`src/pkg/mrmd_cfg.svh`:
```
// offsets, field positions and encodings of the register move decoder
`ifndef MRMD_CFG_SVH
`define MRMD_CFG_SVH

// ----------------------------------------
// apb register offsets
// ----------------------------------------
`define MRMD_OFF_CTRL 8'h00
`define MRMD_OFF_CMD 8'h04
`define MRMD_OFF_OPLO 8'h08
`define MRMD_OFF_OPHI 8'h0C
`define MRMD_OFF_CODES 8'h10
`define MRMD_OFF_STATUS 8'h14
`define MRMD_OFF_RESLO 8'h18
`define MRMD_OFF_RESHI 8'h1C

// ----------------------------------------
// instruction word fields
// ----------------------------------------
`define MRMD_OP_PREFIX 10'h3C0
`define MRMD_CLS_WIN 3'h0
`define MRMD_CLS_PRELOAD 3'h1
`define MRMD_CLS_RPTC 3'h2
`define MRMD_CLS_STAT 3'h3
`define MRMD_PR_TC 3'h0
`define MRMD_PR_DRP 3'h1
`define MRMD_PR_SRP 3'h2
`define MRMD_PR_CRP 3'h3
`define MRMD_PR_CAL 3'h4
`define MRMD_PR_VAL 3'h5
`define MRMD_PR_SCC 3'h6
`define MRMD_PR_ACR 3'h7
`define MRMD_PR_WIN0 3'h2
`define MRMD_PR_WIN1 3'h3
`define MRMD_PR_ACW0 3'h1
`define MRMD_PR_ACW1 3'h3
`define MRMD_PR_PSR 3'h0
`define MRMD_PR_MMU_CACHE_STATUS 3'h1
`define MRMD_PR_BAD 3'h4
`define MRMD_PR_BAC 3'h5

// ----------------------------------------
// effective address modes
// ----------------------------------------
`define MRMD_EA_DN 3'h0
`define MRMD_EA_AN 3'h1
`define MRMD_EA_IND 3'h2
`define MRMD_EA_DISP 3'h5
`define MRMD_EA_IDX 3'h6
`define MRMD_EA_EXT 3'h7
`define MRMD_EA_ABSW 3'h0
`define MRMD_EA_ABSL 3'h1
`define MRMD_EA_PCD 3'h2
`define MRMD_EA_PCX 3'h3
`define MRMD_EA_IMM 3'h4

// ----------------------------------------
// register fields and checks
// ----------------------------------------
`define MRMD_TC_E 31
`define MRMD_WIN_E 15
`define MRMD_RP_DT_BAD 2'h0
`define MRMD_TC_SUM 7'h20
`define MRMD_PS_MIN 4'h8
`define MRMD_RPT_DEPTH 8
`define MRMD_BRK_DEPTH 8

`endif

```
`src/pkg/mrmd_pkg.sv`:
```
// types shared by the register move decoder
`include "mrmd_cfg.svh"
package mrmd_pkg;

	typedef enum logic [1:0] {
		VAR_COPROC = 2'h0,
		VAR_INTEG = 2'h1,
		VAR_EMBED = 2'h2
	} mrmd_variant_e;

	typedef enum logic [1:0] {
		ST_IDLE = 2'b01,
		ST_EXEC = 2'b10
	} mrmd_fsm_e;

	typedef enum logic [1:0] {
		SZ_BYTE = 2'h0,
		SZ_WORD = 2'h1,
		SZ_LONG = 2'h2,
		SZ_QUAD = 2'h3
	} mrmd_size_e;

	typedef enum logic [4:0] {
		T_NONE, T_PRELOAD, T_TC, T_SRP, T_CRP, T_DRP, T_WIN0, T_WIN1, T_STAT,
		T_MMU_CACHE_STATUS, T_CAL, T_VAL, T_SCC, T_ACR, T_BAC, T_BAD
	} mrmd_target_e;

	typedef struct packed {
		mrmd_fsm_e state;
		mrmd_variant_e variant;
		logic [15:0] opWord;
		logic [15:0] cmdWord;
		logic [31:0] opLo;
		logic [31:0] opHi;
		logic [2:0] source_function_code;
		logic [2:0] dfc;
		logic [3:0] dregFc;
		logic [63:0] cpu_root_pointer;
		logic [63:0] supervisor_root_pointer;
		logic [63:0] dma_root_pointer;
		logic [31:0] tc;
		logic [1:0][31:0] win;
		logic [15:0] mmuStat;
		logic [15:0] mmu_cache_status;
		logic [15:0] acr;
		logic [7:0] cal;
		logic [7:0] val;
		logic [7:0] stack_change_control;
		logic [`MRMD_BRK_DEPTH-1:0][15:0] bac;
		logic [`MRMD_BRK_DEPTH-1:0][15:0] bad;
		logic [`MRMD_RPT_DEPTH-1:0][63:0] rpt;
		logic [`MRMD_RPT_DEPTH-1:0] rptValid;
		logic [2:0] rptNext;
		logic [31:0] resLo;
		logic [31:0] resHi;
		mrmd_size_e size;
		logic done;
		logic illegal;
		logic cfgErr;
		logic flushed;
		logic flushAll;
		logic invSup;
		logic invDma;
		logic rptInval;
		logic [2:0] rptIdx;
		logic preloadStb;
		logic preloadRead;
		logic [3:0] preloadFc;
		logic [31:0] preloadAddr;
		logic cfgPulse;
		logic illegalPulse;
		logic [31:0] prdata;
	} mrmd_state_s;

endpackage

```
`src/rtl/mrmd_fc_select.sv`:
```
// function code field decode for the translation preload operation
`timescale 1ns/1ps
module mrmd_fc_select (
	input wire mrmd_pkg::mrmd_variant_e variant,
	input wire logic [4:0] fcField,
	input wire logic [2:0] source_function_code,
	input wire logic [2:0] dfc,
	input wire logic [3:0] dregFc,
	output logic [3:0] fc,
	output logic fcOk
);

	always_comb begin
		fc = 4'h0;
		fcOk = 1'b0;
		if (fcField == 5'h00) begin
			fc = {1'b0, source_function_code};
			fcOk = 1'b1;
		end else if (fcField == 5'h01) begin
			fc = {1'b0, dfc};
			fcOk = 1'b1;
		end else if (fcField[4:3] == 2'b01) begin
			fcOk = 1'b1;
			if (variant == mrmd_pkg::VAR_COPROC) begin
				fc = dregFc;
			end else begin
				fc = {1'b0, dregFc[2:0]};
			end
		end else if (fcField[4]) begin
			if (variant == mrmd_pkg::VAR_COPROC) begin
				fc = fcField[3:0];
				fcOk = 1'b1;
			end else if (!fcField[3]) begin
				fc = {1'b0, fcField[2:0]};
				fcOk = 1'b1;
			end
		end
	end

endmodule // mrmd_fc_select

```
`src/rtl/mrmd_top.sv`:
```
// memory management register move and translation preload decoder
//
// The APB slave port and the register addresses were decided locally.
`timescale 1ns/1ps
`include "mrmd_cfg.svh"

module mrmd_top (
	input wire logic clk,
	input wire logic rstn,
	input wire logic psel,
	input wire logic penable,
	input wire logic pwrite,
	input wire logic [7:0] paddr,
	input wire logic [31:0] pwdata,
	output logic [31:0] prdata,
	output logic pready,
	output logic pslverr,
	output logic atcFlushAll,
	output logic atcInvalidSupervisor,
	output logic atcInvalidDma,
	output logic rptInvalidate,
	output logic [2:0] rptIndex,
	output logic preloadStrobe,
	output logic preloadRead,
	output logic [3:0] preloadFc,
	output logic [31:0] preloadAddr,
	output logic configError,
	output logic illegalInstr,
	output logic [1:0] windowEnable
);

	// ----------------------------------------
	// helpers
	// ----------------------------------------
	function automatic logic eaCtrlAlt(input logic [2:0] mode, input logic [2:0] reg3);
		return (mode == `MRMD_EA_IND) || (mode == `MRMD_EA_DISP) || (mode == `MRMD_EA_IDX)
			|| ((mode == `MRMD_EA_EXT) && ((reg3 == `MRMD_EA_ABSW) || (reg3 == `MRMD_EA_ABSL)));
	endfunction

	function automatic logic eaCoproc(input logic [2:0] mode, input logic [2:0] reg3,
			input logic outward, input logic rootPtr);
		logic ok;
		ok = 1'b1;
		if (mode == `MRMD_EA_EXT) begin
			ok = (reg3 == `MRMD_EA_ABSW) || (reg3 == `MRMD_EA_ABSL)
				|| (!outward && ((reg3 == `MRMD_EA_IMM) || (reg3 == `MRMD_EA_PCD)
				|| (reg3 == `MRMD_EA_PCX)));
		end else if ((mode == `MRMD_EA_DN) || (mode == `MRMD_EA_AN)) begin
			ok = !rootPtr;
		end
		return ok;
	endfunction

	function automatic logic tcConsistent(input logic [31:0] v);
		logic [6:0] sum;
		logic stop;
		sum = 7'(v[23:20]) + 7'(v[19:16]);
		stop = 1'b0;
		for (int k = 3; k >= 0; k--) begin
			if (v[k*4 +: 4] == 4'h0) begin
				stop = 1'b1;
			end
			if (!stop) begin
				sum = sum + 7'(v[k*4 +: 4]);
			end
		end
		return (sum == `MRMD_TC_SUM) && (v[23:20] >= `MRMD_PS_MIN);
	endfunction

	function automatic logic addrMapped(input logic [7:0] a);
		return (a[1:0] == 2'h0) && (a <= `MRMD_OFF_RESHI);
	endfunction

	// ----------------------------------------
	// state
	// ----------------------------------------
	mrmd_pkg::mrmd_state_s st;
	mrmd_pkg::mrmd_state_s next_st;
	logic [3:0] fcVal;
	logic fcOk;
	logic [`MRMD_RPT_DEPTH-1:0] rptMatch;

	mrmd_fc_select fcSel (
		.variant(st.variant),
		.fcField(st.cmdWord[4:0]),
		.source_function_code(st.source_function_code),
		.dfc(st.dfc),
		.dregFc(st.dregFc),
		.fc(fcVal),
		.fcOk(fcOk)
	);

	genvar gi;
	generate
		for (gi = 0; gi < `MRMD_RPT_DEPTH; gi++) begin : gRpt
			assign rptMatch[gi] = st.rptValid[gi] && (st.rpt[gi] == {st.opHi, st.opLo});
		end
		for (gi = 0; gi < 2; gi++) begin : gWin
			assign windowEnable[gi] = st.win[gi][`MRMD_WIN_E];
		end
	endgenerate

	// ----------------------------------------
	// next state
	// ----------------------------------------
	always_comb begin
		mrmd_pkg::mrmd_target_e tgt;
		logic [2:0] cls;
		logic [2:0] preg;
		logic rw;
		logic fd;
		logic [2:0] mode;
		logic [2:0] eaReg;
		logic eaOk;
		logic isRp;
		logic integ;
		logic [63:0] quad;
		logic [2:0] brk;
		tgt = mrmd_pkg::T_NONE;
		cls = st.cmdWord[15:13];
		preg = st.cmdWord[12:10];
		rw = st.cmdWord[9];
		fd = st.cmdWord[8];
		mode = st.opWord[5:3];
		eaReg = st.opWord[2:0];
		eaOk = 1'b0;
		isRp = 1'b0;
		integ = (st.variant == mrmd_pkg::VAR_INTEG);
		quad = {st.opHi, st.opLo};
		brk = st.cmdWord[4:2];
		next_st = st;
		next_st.flushAll = 1'b0;
		next_st.invSup = 1'b0;
		next_st.invDma = 1'b0;
		next_st.rptInval = 1'b0;
		next_st.preloadStb = 1'b0;
		next_st.cfgPulse = 1'b0;
		next_st.illegalPulse = 1'b0;

		// apb read data, captured in the setup cycle
		if (psel && !penable && !pwrite) begin
			case (paddr)
				`MRMD_OFF_CTRL: next_st.prdata = {30'h0, st.variant};
				`MRMD_OFF_CMD: next_st.prdata = {st.opWord, st.cmdWord};
				`MRMD_OFF_OPLO: next_st.prdata = st.opLo;
				`MRMD_OFF_OPHI: next_st.prdata = st.opHi;
				`MRMD_OFF_CODES: next_st.prdata = {20'h0, st.dregFc, 1'b0, st.dfc, 1'b0, st.source_function_code};
				`MRMD_OFF_STATUS: next_st.prdata = {20'h0, st.preloadRead, st.preloadFc,
					st.flushed, st.size, st.cfgErr, st.illegal, st.done,
					st.state == mrmd_pkg::ST_EXEC};
				`MRMD_OFF_RESLO: next_st.prdata = st.resLo;
				`MRMD_OFF_RESHI: next_st.prdata = st.resHi;
				default: next_st.prdata = 32'h0;
			endcase
		end

		// apb writes
		if (psel && penable && pwrite) begin
			case (paddr)
				`MRMD_OFF_CTRL: next_st.variant = mrmd_pkg::mrmd_variant_e'(pwdata[1:0]);
				`MRMD_OFF_CMD: begin
					// a command issued while one executes is dropped
					if (st.state == mrmd_pkg::ST_IDLE) begin
						next_st.opWord = pwdata[31:16];
						next_st.cmdWord = pwdata[15:0];
						next_st.state = mrmd_pkg::ST_EXEC;
						next_st.done = 1'b0;
						next_st.illegal = 1'b0;
						next_st.cfgErr = 1'b0;
						next_st.flushed = 1'b0;
					end
				end
				`MRMD_OFF_OPLO: next_st.opLo = pwdata;
				`MRMD_OFF_OPHI: next_st.opHi = pwdata;
				`MRMD_OFF_CODES: begin
					next_st.source_function_code = pwdata[2:0];
					next_st.dfc = pwdata[6:4];
					next_st.dregFc = pwdata[11:8];
				end
				default: ;
			endcase
		end

		// instruction decode
		case (st.variant)
			mrmd_pkg::VAR_INTEG: begin
				case (cls)
					`MRMD_CLS_PRELOAD: if (preg == 3'h0 && st.cmdWord[8:5] == 4'h0)
						tgt = mrmd_pkg::T_PRELOAD;
					`MRMD_CLS_RPTC: if (st.cmdWord[7:0] == 8'h00) begin
						case (preg)
							`MRMD_PR_TC: tgt = mrmd_pkg::T_TC;
							`MRMD_PR_SRP: tgt = mrmd_pkg::T_SRP;
							`MRMD_PR_CRP: tgt = mrmd_pkg::T_CRP;
							default: tgt = mrmd_pkg::T_NONE;
						endcase
					end
					`MRMD_CLS_STAT: if (preg == `MRMD_PR_PSR && st.cmdWord[8:0] == 9'h000)
						tgt = mrmd_pkg::T_STAT;
					`MRMD_CLS_WIN: if (st.cmdWord[7:0] == 8'h00) begin
						case (preg)
							`MRMD_PR_WIN0: tgt = mrmd_pkg::T_WIN0;
							`MRMD_PR_WIN1: tgt = mrmd_pkg::T_WIN1;
							default: tgt = mrmd_pkg::T_NONE;
						endcase
					end
					default: tgt = mrmd_pkg::T_NONE;
				endcase
			end
			mrmd_pkg::VAR_EMBED: begin
				if (st.cmdWord[8:0] == 9'h000) begin
					if (cls == `MRMD_CLS_STAT && preg == `MRMD_PR_PSR) begin
						tgt = mrmd_pkg::T_STAT;
					end else if (cls == `MRMD_CLS_WIN && preg == `MRMD_PR_ACW0) begin
						tgt = mrmd_pkg::T_WIN0;
					end else if (cls == `MRMD_CLS_WIN && preg == `MRMD_PR_ACW1) begin
						tgt = mrmd_pkg::T_WIN1;
					end
				end
			end
			mrmd_pkg::VAR_COPROC: begin
				case (cls)
					`MRMD_CLS_PRELOAD: if (preg == 3'h0 && st.cmdWord[8:5] == 4'h0)
						tgt = mrmd_pkg::T_PRELOAD;
					`MRMD_CLS_RPTC: if (st.cmdWord[8:0] == 9'h000) begin
						case (preg)
							`MRMD_PR_TC: tgt = mrmd_pkg::T_TC;
							`MRMD_PR_DRP: tgt = mrmd_pkg::T_DRP;
							`MRMD_PR_SRP: tgt = mrmd_pkg::T_SRP;
							`MRMD_PR_CRP: tgt = mrmd_pkg::T_CRP;
							`MRMD_PR_CAL: tgt = mrmd_pkg::T_CAL;
							`MRMD_PR_VAL: tgt = mrmd_pkg::T_VAL;
							`MRMD_PR_SCC: tgt = mrmd_pkg::T_SCC;
							default: tgt = mrmd_pkg::T_ACR;
						endcase
					end
					`MRMD_CLS_STAT: if (st.cmdWord[8:5] == 4'h0) begin
						if (preg == `MRMD_PR_PSR && st.cmdWord[4:0] == 5'h00) begin
							tgt = mrmd_pkg::T_STAT;
						end else if (preg == `MRMD_PR_MMU_CACHE_STATUS && rw && st.cmdWord[4:0] == 5'h00) begin
							tgt = mrmd_pkg::T_MMU_CACHE_STATUS;
						end else if (preg == `MRMD_PR_BAD && st.cmdWord[1:0] == 2'h0) begin
							tgt = mrmd_pkg::T_BAD;
						end else if (preg == `MRMD_PR_BAC && st.cmdWord[1:0] == 2'h0) begin
							tgt = mrmd_pkg::T_BAC;
						end
					end
					default: tgt = mrmd_pkg::T_NONE;
				endcase
			end
			default: tgt = mrmd_pkg::T_NONE;
		endcase

		isRp = (tgt == mrmd_pkg::T_CRP) || (tgt == mrmd_pkg::T_SRP) || (tgt == mrmd_pkg::T_DRP);
		if (st.variant == mrmd_pkg::VAR_COPROC && tgt != mrmd_pkg::T_PRELOAD) begin
			eaOk = eaCoproc(mode, eaReg, rw, isRp);
		end else begin
			eaOk = eaCtrlAlt(mode, eaReg);
		end

		// execution, one cycle after the command write
		if (st.state == mrmd_pkg::ST_EXEC) begin
			next_st.state = mrmd_pkg::ST_IDLE;
			next_st.done = 1'b1;
			next_st.resLo = 32'h0;
			next_st.resHi = 32'h0;
			if (st.opWord[15:6] != `MRMD_OP_PREFIX || tgt == mrmd_pkg::T_NONE || !eaOk
				|| (tgt == mrmd_pkg::T_PRELOAD && !fcOk)) begin
				next_st.illegal = 1'b1;
				next_st.illegalPulse = 1'b1;
			end else begin
				case (tgt)
					mrmd_pkg::T_PRELOAD: begin
						next_st.preloadStb = 1'b1;
						next_st.preloadAddr = st.opLo;
						next_st.preloadRead = rw;
						next_st.preloadFc = fcVal;
					end
					mrmd_pkg::T_SRP, mrmd_pkg::T_CRP, mrmd_pkg::T_DRP: begin
						next_st.size = mrmd_pkg::SZ_QUAD;
						if (rw) begin
							{next_st.resHi, next_st.resLo} = (tgt == mrmd_pkg::T_SRP) ? st.supervisor_root_pointer :
								(tgt == mrmd_pkg::T_CRP) ? st.cpu_root_pointer : st.dma_root_pointer;
						end else begin
							if (tgt == mrmd_pkg::T_SRP) begin
								next_st.supervisor_root_pointer = quad;
							end else if (tgt == mrmd_pkg::T_CRP) begin
								next_st.cpu_root_pointer = quad;
							end else begin
								next_st.dma_root_pointer = quad;
							end
							if (integ) begin
								next_st.flushAll = !fd;
								next_st.flushed = !fd;
								if (st.opHi[1:0] == `MRMD_RP_DT_BAD) begin
									next_st.cfgErr = 1'b1;
									next_st.cfgPulse = 1'b1;
								end
							end else if (tgt == mrmd_pkg::T_SRP) begin
								next_st.invSup = 1'b1;
							end else if (tgt == mrmd_pkg::T_DRP) begin
								next_st.invDma = 1'b1;
							end else if (rptMatch == '0) begin
								next_st.rpt[st.rptNext] = quad;
								next_st.rptValid[st.rptNext] = 1'b1;
								next_st.rptInval = st.rptValid[st.rptNext];
								next_st.rptIdx = st.rptNext;
								next_st.rptNext = st.rptNext + 3'h1;
							end
						end
					end
					mrmd_pkg::T_TC: begin
						next_st.size = mrmd_pkg::SZ_LONG;
						if (rw) begin
							next_st.resLo = st.tc;
						end else begin
							next_st.tc = st.opLo;
							if (integ) begin
								next_st.flushAll = !fd;
								next_st.flushed = !fd;
								if (st.opLo[`MRMD_TC_E]) begin
									if (!tcConsistent(st.opLo)) begin
										next_st.cfgErr = 1'b1;
										next_st.cfgPulse = 1'b1;
									end else begin
										next_st.tc[`MRMD_TC_E] = 1'b0;
									end
								end
							end else if (st.opLo[`MRMD_TC_E] && !st.tc[`MRMD_TC_E]) begin
								if (!tcConsistent(st.opLo)) begin
									next_st.cfgErr = 1'b1;
									next_st.cfgPulse = 1'b1;
								end
							end
						end
					end
					mrmd_pkg::T_WIN0, mrmd_pkg::T_WIN1: begin
						next_st.size = mrmd_pkg::SZ_LONG;
						if (rw) begin
							next_st.resLo = st.win[tgt == mrmd_pkg::T_WIN1];
						end else begin
							next_st.win[tgt == mrmd_pkg::T_WIN1] = st.opLo;
							next_st.flushAll = integ && !fd;
							next_st.flushed = integ && !fd;
						end
					end
					mrmd_pkg::T_STAT: begin
						next_st.size = mrmd_pkg::SZ_WORD;
						if (rw) begin
							next_st.resLo = {16'h0, st.mmuStat};
						end else begin
							next_st.mmuStat = st.opLo[15:0];
						end
					end
					mrmd_pkg::T_MMU_CACHE_STATUS: begin
						next_st.size = mrmd_pkg::SZ_WORD;
						next_st.resLo = {16'h0, st.mmu_cache_status};
					end
					mrmd_pkg::T_ACR, mrmd_pkg::T_BAC, mrmd_pkg::T_BAD: begin
						next_st.size = mrmd_pkg::SZ_WORD;
						if (rw) begin
							next_st.resLo = {16'h0, (tgt == mrmd_pkg::T_ACR) ? st.acr :
								(tgt == mrmd_pkg::T_BAC) ? st.bac[brk] : st.bad[brk]};
						end else if (tgt == mrmd_pkg::T_ACR) begin
							next_st.acr = st.opLo[15:0];
						end else if (tgt == mrmd_pkg::T_BAC) begin
							next_st.bac[brk] = st.opLo[15:0];
						end else begin
							next_st.bad[brk] = st.opLo[15:0];
						end
					end
					default: begin
						next_st.size = mrmd_pkg::SZ_BYTE;
						if (rw) begin
							next_st.resLo = {24'h0, (tgt == mrmd_pkg::T_CAL) ? st.cal :
								(tgt == mrmd_pkg::T_VAL) ? st.val : st.stack_change_control};
						end else if (tgt == mrmd_pkg::T_CAL) begin
							next_st.cal = st.opLo[7:0];
						end else if (tgt == mrmd_pkg::T_VAL) begin
							next_st.val = st.opLo[7:0];
						end else begin
							next_st.stack_change_control = st.opLo[7:0];
						end
					end
				endcase
			end
		end
	end

	always_ff @(posedge clk or negedge rstn) begin
		if (!rstn) begin
			st <= '0;
			st.state <= mrmd_pkg::ST_IDLE;
		end else begin
			st <= next_st;
		end
	end

	// ----------------------------------------
	// outputs
	// ----------------------------------------
	assign prdata = st.prdata;
	// zero wait states keep the access phase one cycle
	assign pready = 1'b1;
	assign pslverr = psel && penable && !addrMapped(paddr);
	assign atcFlushAll = st.flushAll;
	assign atcInvalidSupervisor = st.invSup;
	assign atcInvalidDma = st.invDma;
	assign rptInvalidate = st.rptInval;
	assign rptIndex = st.rptIdx;
	assign preloadStrobe = st.preloadStb;
	assign preloadRead = st.preloadRead;
	assign preloadFc = st.preloadFc;
	assign preloadAddr = st.preloadAddr;
	assign configError = st.cfgPulse;
	assign illegalInstr = st.illegalPulse;

endmodule // mrmd_top

```
`config.mk`:
```
export PLATFORM = sky130hd
export DESIGN_NAME = mrmd_top
export DESIGN_NICKNAME = d
export VERILOG_FILES = /design/src/pkg/mrmd_pkg.sv /design/src/rtl/mrmd_fc_select.sv /design/src/rtl/mrmd_top.sv
export VERILOG_INCLUDE_DIRS = /design/src /design/src/pkg
export SDC_FILE = /design/constraint.sdc
export NUM_CORES = 2
export LEC_CHECK = 0
export ABC_CLOCK_PERIOD_IN_PS = 5100
export BUFFER_PORTS_ARGS = -buffer_cell sky130_fd_sc_hd__buf_2
export CORE_UTILIZATION = 52
export DETAILED_ROUTE_END_ITERATION = 8
export GPL_ROUTABILITY_DRIVEN = 0
export PLACE_DENSITY = 0.79
export SLEW_MARGIN = 20
export SYNTH_ARGS = -nofsm -noshare
export SYNTH_HDL_FRONTEND = slang
export SYNTH_SLANG_ARGS = --single-unit
```
`constraint.sdc`:
```
create_clock -name clk -period 5.1 [get_ports clk]
set_input_delay 0.765 -clock clk [delete_from_list [all_inputs] [get_ports clk]]
set_output_delay 0.765 -clock clk [all_outputs]
set_load 0.02 [all_outputs]
```
==> flow_summary.yaml <==
synth:
  ys_ff_latch: 1382
  syn_inst: 5432
  yosysUniqueCellTypes: 84
  syn-num-nets: 5507
  avgSynthCellArea_um2: 12.11
  seq_area_frac_synth: 0.5256
  synth-edff-count: 0
  synth-async-reset-ratio: 1.000
  yosys_most_used_dff: "dfrtp_1"
  netlist_area_um2: 65800
  yosysWarnings: 0
timing:
  setup_ws_ps: -488.5
  period_minus_slack_ps: 5588
  setup_viol: 3
  max_freq_mhz: 178.9
  period_share: 1.096
  fin_skew_ps: 39.62
  grt_setup_unrepaired: "true"
  relSlewSlack: 0.1985
  tightest_slew_ps: 1198
  fin_hold_ws_ps: -42.32
  timing.final.max_slew_violations: 0
  hold_viol: 1
critical_path:
  startpoint_type: "register"
  end_kind: "register"
  cp.arrival_ps: 6240
  cp_max_fo: 3
  path_buf_inv: 5
  crit_required_ps: 5750
  crit_path_end: "st[80]"
  path_delay_family: "adder cells"
  cpPeakStageDelay_ps: 560
  reg2reg_slack_ps: -490
  reg2reg_from: "st[1350]"
  worstSetupPathType: "register to register"
  cp-startpoint: "st[1350]"
  timing.rr.end: "st[80]"
  worstRegToRegCells: 26
  cp.depth: 26
  crit_slowest_cell: "fa_2"
clocking:
  cts_htree_levels: 4
  tritoncts: "yes"
  cts_buffer_depth: 3
  clkTransAtPathRegs_ps: 60
  cts_hold_buf: 0
  cts_sinks: 1382
  cts_buffers: 144
  clock_latency_ps: 820
  cts_root_buf: "clkbuf_16"
power:
  power.leakage_uw: 0.03599
  ir_worst_vdd_uv: 250.1
  p_per_area_nw_per_um2: 316.8
route:
  vias_per_cell: 6.553
  first_pass_iters: 9
  routed-wl-met2_mm: 90.31
  top_layer_used: "met5"
  wl_met3_mm: 26.18
  drt_wl_total_mm: 210.5
  drtIter0Drc: 7063
  drc: 7
  wl_met1_mm: 77.76
  vias: 47530
  wl_per_cell_um: 29.03
  drtAntennaViolNets: 0
grt:
  gr-total-overflow: 0
  grt_pass1_wl_mm: 311.8
  grt_max_degree: 149
  track_usage: 0.3291
  grt_pass1_vias: 47760
  antenna_found_initial: 12
cells_and_area:
  regArea_um2: 34610
  drive_gt1_frac: 0.3025
  fin_nets: 5557
  instances_no_fill: 7253
  multi_input_area_um2: 28380
  area_growth_pct: 12.48
  n_fill_cell: 9630
place:
  dp_hpwl_mm: 138.8
  place_inst: 6984
  numPortBuffers: 126
  place_ws_ps: -536.6
die:
  core_um2: 125600
  fp.dieW_um: 357.7
  fp-row-count: 130
  die_h_um: 357.7
  initial_core_util: 0.5240
  io_pins: 128
  die-area_um2: 128000
flow_run:
  maxCapViolCount: 0
hold_path:
  hold_path.class: "input pin to async pin"
run_status:
  violations: "DRC, hold timing, setup timing"
  status: "complete, but fails checks"
[metal layers]
layer  up-vias  global-route usage
met1     24210              0.4229
met2      3060              0.4734
met5         -            0.002963
met3       895              0.1110
li1      19360                   -
met4        10              0.2175
[cell usage after synthesis, types with 14 or more instances]
| cell type | number | area share |
|---|---|---|
| inv_1 | 151 | 0.0086 |
| clkbuf_1 | 326 | 0.019 |
| mux2_4 | 85 | 0.019 |
| xnor2_1 | 183 | 0.024 |
| mux4_2 | 79 | 0.027 |
| a21oi_1 | 62 | 0.0047 |
| nor3_1 | 27 | 0.0021 |
| buf_4 | 76 | 0.0087 |
| buf_2 | 78 | 0.0059 |
| nor4_1 | 95 | 0.0090 |
| o22ai_1 | 80 | 0.0076 |
| dfrtp_1 | 1381 | 0.53 |
| a21o_1 | 38 | 0.0043 |
| nor2_1 | 71 | 0.0041 |
| nand2b_1 | 50 | 0.0048 |
| o2bb2ai_1 | 60 | 0.0080 |
| mux2_1 | 84 | 0.014 |
| o2111ai_1 | 14 | 0.0019 |
| nand2_1 | 476 | 0.027 |
| a211oi_1 | 16 | 0.0018 |
| o21ai_0 | 317 | 0.024 |
| or4_1 | 15 | 0.0017 |
| xor2_1 | 201 | 0.027 |
| mux2_2 | 778 | 0.13 |
| nand4_1 | 76 | 0.0072 |
| a31oi_1 | 17 | 0.0016 |
| a22oi_1 | 65 | 0.0074 |
| a221oi_1 | 60 | 0.0080 |
| buf_1 | 36 | 0.0021 |
| a222oi_1 | 27 | 0.0041 |
| ha_1 | 25 | 0.0048 |
| nor2b_1 | 21 | 0.0020 |
| mux2i_1 | 144 | 0.022 |
| nand3_1 | 35 | 0.0027 |
[final cells by class]
type	count	share of cell area
Timing Repair Buffer	433	0.04510
Inverter	157	0.007963
Antenna cell	6	0.0002029
Tap cell	1650	0.02789
Multi-Input combinational cell	3364	0.3835
Clock buffer	210	0.05679
Sequential cell	1382	0.4677
Clock inverter	51	0.01089
[power by group]
part	switching [uW]	internal, uW
Clock	4640	6500
Sequential	65.9	11000
Combinational	830	437
[logic make-up after synthesis]
logic type | Yosys count | share of synthesized area
DFF | 1382 | 0.5256
muxes | 1170 | 0.2159
and+or+nand+nor | 949 | 0.07095
AOI/OAI and AO/OA | 829 | 0.08336
buffers and inverters | 686 | 0.04644
xor gates and xnor gates | 385 | 0.05146
adders and majority gates | 30 | 0.006275
other | 1 | 0.00005699
[per-stage QoR]
stage	instance area (um^2)	utilization	hold slack [ps]	power [uW]	setup TNS (ps)
floorplan	65850	-	438.5	11780	-12.17
global placement	68930	0.5489	448.6	12430	-1321
detailed placement	68930	0.5489	459.4	12440	-1403
CTS	73970	0.5891	61.45	23470	-1302
global route	74000	0.5893	22.02	24060	-2082
finish	74010	0.5894	-42.32	23450	-1371
[timing repair]
action                                  in CTS  in global routing
pin swaps                                   15                  7
gates resized for setup                      7                  9
setup buffers                                2                  0
gates cloned                                 0                  0
endpoints found under the setup margin       3                  3
hold endpoints to repair                     0                  0
[worst min-delay path by stage]
stage               cells past startpoint          to  slack (ps)  startpoint
detailed placement                      2    st[1251]         460    st[1251]
global placement                        2    st[1279]         450    st[1279]
floorplan                               2    st[1236]         440    st[1236]
global route                            1  prdata[31]          20        rstn
CTS                                     1  prdata[31]          60        rstn
finish                                  1  prdata[31]         -40        rstn
[sequential cells by signal, indices dropped and copies added (netlist names)]
| register | count |
|---|---|
| illegalInstr | 1 |
| preloadAddr | 32 |
| preloadRead | 1 |
| preloadStrobe | 1 |
| atcFlushAll | 1 |
| st | 1301 |
| windowEnable | 2 |
| atcInvalidDma | 1 |
| rptIndex | 3 |
| atcInvalidSupervisor | 1 |
| rptInvalidate | 1 |
| preloadFc | 4 |
| configError | 1 |
| prdata | 32 |
[placed cells by master (no fill, tap or decap), types with 32 or more instances in the layout]
| cell | count |
|---|---|
| a21o_1 | 38 |
| a21oi_1 | 58 |
| a221oi_1 | 60 |
| a22oi_1 | 65 |
| buf_12 | 32 |
| buf_2 | 125 |
| buf_4 | 276 |
| clkbuf_1 | 32 |
| clkbuf_16 | 145 |
| clkbuf_8 | 33 |
| dfrtp_1 | 1361 |
| inv_1 | 149 |
| mux2_1 | 84 |
| mux2_2 | 778 |
| mux2_4 | 85 |
| mux2i_1 | 144 |
| mux4_2 | 79 |
| nand2_1 | 474 |
| nand2b_1 | 50 |
| nand3_1 | 33 |
| nand4_1 | 76 |
| nor2_1 | 67 |
| nor4_1 | 92 |
| o21ai_0 | 311 |
| o22ai_1 | 80 |
| o2bb2ai_1 | 60 |
| xnor2_1 | 182 |
| xor2_1 | 200 |
(Power assumes the default switching activity.)
